`config.mk`:
```
export PLATFORM = sky130hd
export DESIGN_NAME = sid_top
export DESIGN_NICKNAME = d
export VERILOG_FILES = /design/src/sid_pkg.sv /design/src/sid_filter.sv /design/src/sid_top.sv
export SDC_FILE = /design/constraint.sdc
export NUM_CORES = 1
export LEC_CHECK = 0
export BUFFER_PORTS_ARGS = -buffer_cell sky130_fd_sc_hd__buf_2
export CAP_MARGIN = 0
export CORE_UTILIZATION = 29
export DETAILED_ROUTE_END_ITERATION = 16
export SYNTH_ARGS = -nofsm -noshare
export SYNTH_HDL_FRONTEND = slang
export SYNTH_SLANG_ARGS = --single-unit
```
`constraint.sdc`:
```
create_clock -name clock_i -period 4.4 [get_ports clock_i]
set_input_delay 1.32 -clock clock_i [delete_from_list [all_inputs] [get_ports clock_i]]
set_output_delay 1.32 -clock clock_i [all_outputs]
set_load 0.03 [all_outputs]
```
`src/sid_pkg.sv`:
```
package sid_pkg;
    localparam int SID_CLK_HZ = 100000000;
    localparam int SID_TICK_MS = 1;
    localparam int SID_CYC_PER_MS = SID_CLK_HZ / 1000 * SID_TICK_MS;
    localparam int SID_NUM_INPUTS = 16;
    localparam int SID_NUM_SENSE = 7;
    localparam int SID_SENSE_LSB = 8;
    localparam int SID_STEP_MS = 4;
    localparam int SID_WORD_MS = 4;
    localparam int SID_SET_W = 4;
    localparam int SID_SET_MAX = 8;
    localparam logic [3:0] SID_SET_DEFAULT = 4'h4;
    localparam int SID_CNT_W = 6;
    localparam logic [15:0] SID_WORD_RESET = 16'h0000;
endpackage

```
`src/sid_filter.sv`:
```
`timescale 1ns/1ps
`default_nettype none
module sid_filter #(
    parameter int CNT_W = 6
) (
    input wire logic clock_i, // System clock
    input wire logic rst_b_i, // Sync reset, active low
    input wire logic tick_i, // One-millisecond enable
    input wire logic raw_i, // Synchronised raw level
    input wire logic [CNT_W-1:0] limit_i, // Hold time in ticks
    output logic state_o // Debounced level
);
    logic state_q;
    logic [CNT_W-1:0] cnt_q;
    wire differs = raw_i != state_q;
    wire done = (cnt_q + 1'b1) >= limit_i;
    always_ff @(posedge clock_i) begin
        if (!rst_b_i) begin
            state_q <= 1'b0;
            cnt_q <= '0;
        end else if (tick_i) begin
            if (!differs) begin
                cnt_q <= '0;
            end else if (limit_i == '0 || done) begin
                state_q <= raw_i;
                cnt_q <= '0;
            end else begin
                cnt_q <= cnt_q + 1'b1;
            end
        end
    end
    assign state_o = state_q;
endmodule
`default_nettype wire

```
`src/sid_top.sv`:
```
// Contract
// - Sixteen switch inputs each give a debounced on or off bit to firmware.
// - Seven of the inputs are sensed back from the driver and output pins.
// - Every input is debounced so bounce shorter than the time is ignored.
// - Debounce time is the setting times 4 ms, from 0 up to 32 ms.
// - Without a written setting since reset the time is 16 ms.
// - All debounced states form one 16-bit word refreshed every 4 ms.
`timescale 1ns/1ps
`default_nettype none
module sid_top
    import sid_pkg::*;
#(
    parameter int NUM_INPUTS = sid_pkg::SID_NUM_INPUTS,
    parameter int CYC_PER_MS = sid_pkg::SID_CYC_PER_MS
) (
    input wire logic clock_i, // 100 MHz system clock
    input wire logic rst_b_i, // Sync reset, active low
    input wire logic [7:0] switch_pin_i, // Dedicated switch pins
    input wire logic [sid_pkg::SID_NUM_SENSE-1:0] output_sense_i, // Sense
    input wire logic unused_pin_i, // Spare position, sensed as input
    input wire logic set_wr_i, // Debounce setting write strobe
    input wire logic [sid_pkg::SID_SET_W-1:0] set_val_i, // Setting 0..8
    output logic [15:0] switch_word_o, // Debounced switch word
    output logic word_upd_o, // Pulse when the word refreshes
    output logic [sid_pkg::SID_SET_W-1:0] set_o // Active setting
);
    import sid_pkg::*;

    // Refuse widths and rates the fixed 16-bit word cannot serve
    if (NUM_INPUTS != SID_NUM_INPUTS || CYC_PER_MS < 1) begin : g_bad_param
        $error("sid_top: unsupported parameters");
    end

    logic [15:0] raw_all;
    logic [15:0] sync1_q, sync2_q;
    logic [15:0] deb;
    logic [31:0] div_q;
    logic tick_q;
    logic [1:0] word_cnt_q;
    logic [SID_SET_W-1:0] set_q;
    logic [15:0] word_q;
    logic upd_q;

    // Bits 0..7 switch pins, 8..14 sensed outputs, 15 spare position
    assign raw_all = {unused_pin_i, output_sense_i, switch_pin_i};

    always_ff @(posedge clock_i) begin
        if (!rst_b_i) begin
            sync1_q <= 16'h0000;
            sync2_q <= 16'h0000;
        end else begin
            sync1_q <= raw_all;
            sync2_q <= sync1_q;
        end
    end

    wire div_end = div_q == 32'(CYC_PER_MS - 1);
    always_ff @(posedge clock_i) begin
        if (!rst_b_i) begin
            div_q <= 32'h00000000;
            tick_q <= 1'b0;
        end else begin
            div_q <= div_end ? 32'h00000000 : div_q + 32'h00000001;
            tick_q <= div_end;
        end
    end

    wire set_ok = set_val_i <= SID_SET_W'(SID_SET_MAX);
    always_ff @(posedge clock_i) begin
        if (!rst_b_i) begin
            set_q <= SID_SET_DEFAULT;
        end else if (set_wr_i && set_ok) begin
            set_q <= set_val_i;
        end
    end

    // Setting times step gives the hold in millisecond ticks
    wire [SID_CNT_W-1:0] limit =
        SID_CNT_W'(set_q) * SID_CNT_W'(SID_STEP_MS);

    genvar g;
    generate
        for (g = 0; g < 16; g++) begin : g_filt
            sid_filter #(.CNT_W(SID_CNT_W)) u_filt (
                .clock_i(clock_i),
                .rst_b_i(rst_b_i),
                .tick_i(tick_q),
                .raw_i(sync2_q[g]),
                .limit_i(limit),
                .state_o(deb[g])
            );
        end
    endgenerate

    wire word_end = word_cnt_q == 2'(SID_WORD_MS - 1);
    always_ff @(posedge clock_i) begin
        if (!rst_b_i) begin
            word_cnt_q <= 2'h0;
            word_q <= SID_WORD_RESET;
            upd_q <= 1'b0;
        end else begin
            upd_q <= 1'b0;
            if (tick_q) begin
                word_cnt_q <= word_end ? 2'h0 : word_cnt_q + 2'h1;
                if (word_end) begin
                    word_q <= deb;
                    upd_q <= 1'b1;
                end
            end
        end
    end

    assign switch_word_o = word_q;
    assign word_upd_o = upd_q;
    assign set_o = set_q;
endmodule
`default_nettype wire

```
==> run_results.csv <==
group,metric,value,unit
grt,grt_pass1_vias,7804,
sta,slew_headroom,0.261,
sta,fin_crit,2.93,ns
sta,tightest_slew,1.10,ns
cells_and_area,n_antenna_cell,0,
sta,setup_viol_count_final,0,
drt,route.detailed.drc,0,
cells_and_area,nNetsFinal,1307,
cells_and_area,area_growth,12.4,%
sta,layout_worst_path_cycle_share,0.666,
yosys,ys_ff_latch,200,
grt,grtUsageTotal,0.134,
critical_path,arrival,3.30,ns
pwr,p_per_area,303,nW/µm²
yosys,synth_mux_area_frac,0.0226,
yosys,netlist_area,10200,µm²
critical_path,cp-end-kind,"register",
yosys,yosysSeqAreaShare,0.393,
yosys,synth_top_family_by_area,"simple AND/OR/NAND/NOR gates",
drt,final_antenna_net_count,0,
yosys,synth_edf_count,0,
floorplan,fp.dieH,189,µm
yosys,synth-simple-area-share,0.234,
clock_tree,cts_resized,0,
yosys,yosys_warnings,0,
clock_tree,cts_num_sinks,200,
drt,wl_per_cell,14.0,µm
floorplan,initial_utilization,0.295,
run_status,outcome,"complete, no violations",
yosys,synth-compound-area-share,0.127,
clock_tree,htreeDepth,4,
grt,gr-total-overflow,0,
min_path,hold_start,"sync1_q[4]",
sta,fin_setup_tns,0,ns
drt,drt-pass1-iter-count,8,
floorplan,pin_count,44,
clock_tree,cts-buffers-inserted,17,
floorplan,rows,68,
clock_tree,cts_hold_buffers,0,
critical_path,r2r-start,"set_o[2]",
yosys,ys_types,42,
placement,dp_hpwl,15.3,mm
critical_path,cp-start-kind,"register",
yosys,synth_fa_ha_area_frac,0.120,
floorplan,dieArea,35900,µm²
clock_tree,post_cts_buffers,0,
pwr,peakVddDrop,0.254,mV
cells_and_area,fin_cells,1654,
pwr,power_leakage,0.00477,µW
run,cap_violations,0,
grt,antenna_found_initial,0,
yosys,synth_flop_cell,"dfxtp_1",
clock_tree,clk_latency,0.44,ns
drt,vias_per_cell,4.86,
critical_path,crit_required,4.77,ns
placement,dp.cells,1622,
grt,grt_first_pass_wirelength,38.9,mm
cells_and_area,mostFrequentLayoutCell,"dfxtp_1",
clock_tree,ctsRootBufferMaster,"clkbuf_16",
yosys,synth_xor_xnor_area_share,0.0748,
min_path,hp-class,"reg -> reg",
clock_tree,cts_tree,"done",
grt,grt_max_degree,97,
drt,drtIter0Drc,361,
yosys,synth_fp_nets,1277,
floorplan,die_x,189,µm
critical_path,cp_max_fo,16,
critical_path,ff2ff_setup_slack,1.47,ns
sta,final_max_slew_viol_count,0,
placement,gp_congestion,0.801,
floorplan,core,34500,µm²
drt,postRouteWirelength,23.1,mm
yosys,syn_inst,1156,
placement,portBuffers,43,
sta,hold_violations,0,
clock_tree,path_clk_slew,0.08,ns
critical_path,worstSetupPathType,"reg -> reg",
yosys,async_reset_ff_frac,0,
sta,rsz0062_at_grt,"false",
sta,finClkSkew,0.0126,ns
yosys,syn_avg_cell_area,8.81,µm²
cells_and_area,drive_gt1_frac,0.0776,
critical_path,critPathLaunch,"set_o[2]",
sta,fmax,341,MHz
cells_and_area,mostFrequentLayoutCells,"dfxtp_1 (200), nor2_1 (137), nand3_1 (109), ha_1 (98), nand2_1 (79)",
drt,vias,8037,
clock_tree,cts_max_path_buffers,2,
## metrics by stage
| step | hold WS [ns] | power, µW | instance area, µm² | worst slack, ns | util |
|---|---|---|---|---|---|
| 2_1_floorplan | 0.412 | 1970 | 10200 | 2.03 | - |
| 3_3_place_gp | 0.417 | 2030 | 10900 | 1.52 | 0.315 |
| 3_5_place_dp | 0.421 | 2030 | 10900 | 1.48 | 0.315 |
| 4_1_cts | 0.438 | 3520 | 11400 | 1.49 | 0.331 |
| 5_1_grt | 0.461 | 3620 | 11400 | 1.22 | 0.331 |
| 6_report | 0.433 | 3470 | 11400 | 1.47 | 0.331 |
## state kept, by name, indices dropped and copies added, names as in the netlist
signal / count
g_filt.u_filt.cnt_q: 96
div_q: 32
g_filt.u_filt.state_o: 16
switch_word_o: 16
sync1_q: 16
sync2_q: 16
set_o: 4
word_cnt_q: 2
tick_q: 1
word_upd_o: 1
## area by class of cell
cell class | instances | area [µm²]
tap | 455 | 569
timing repair buffer | 56 | 328
multi-input combinational | 886 | 5900
clock buffer | 19 | 433
fill | 3629 | 23100
inverter | 25 | 93.8
clock inverter | 13 | 115
sequential | 200 | 4000
## critical path, cell delays in order, from the launching register on
cell and delay (ns):
dfxtp_1 0.36, inv_1 0.65, ha_1 0.38, a21oi_1 0.15, o22ai_1 0.11, nor4_1 0.90
o21ai_0 0.20, nand2_1 0.12
## cell usage after synthesis (all sizes together) (24+ instances only)
master,instances,area share
a22oi,48,0.035
xor2,27,0.023
nor3,26,0.013
o21ai,39,0.020
dfxtp,200,0.39
clkbuf,35,0.013
and2,34,0.021
nand2,79,0.029
nor2,137,0.050
nor2b,33,0.020
xnor2,60,0.052
nor4,24,0.015
nand3,109,0.054
ha,98,0.12
## metal layers
| layer | part of all wire | track usage | vias up |
|---|---|---|---|
| met5 | 0 | 0 | - |
| met4 | 0.011 | 0.0382 | 0 |
| met3 | 0.025 | 0.0226 | 12 |
| met2 | 0.48 | 0.232 | 75 |
| met1 | 0.48 | 0.169 | 3775 |
| li1 | - | - | 4175 |
## worst paths after layout
path,to,cells after the start
worst max register to register,g_filt[15].u_filt.cnt_q[3],7
worst min-delay path,sync2_q[4],1
worst min register to register,sync2_q[4],1
worst max-delay path,g_filt[15].u_filt.cnt_q[3],7
## cell families (layout without fill, tap and decap cells)
kind of cell,Yosys count,in the layout
buf+inv,70,113
flops,200,200
fa+ha+maj,98,98
mux,23,23
compound gates,190,190
simple gates,488,488
xor+xnor,87,87
## power breakdown
part	leakage (µW)	switching, µW	internal, µW
Combinational	0.00290	97.9	49.8
Sequential	0.00162	12.6	1830
Clock	0.000252	738	742
Note: power is estimated with default switching activity, not from simulation.
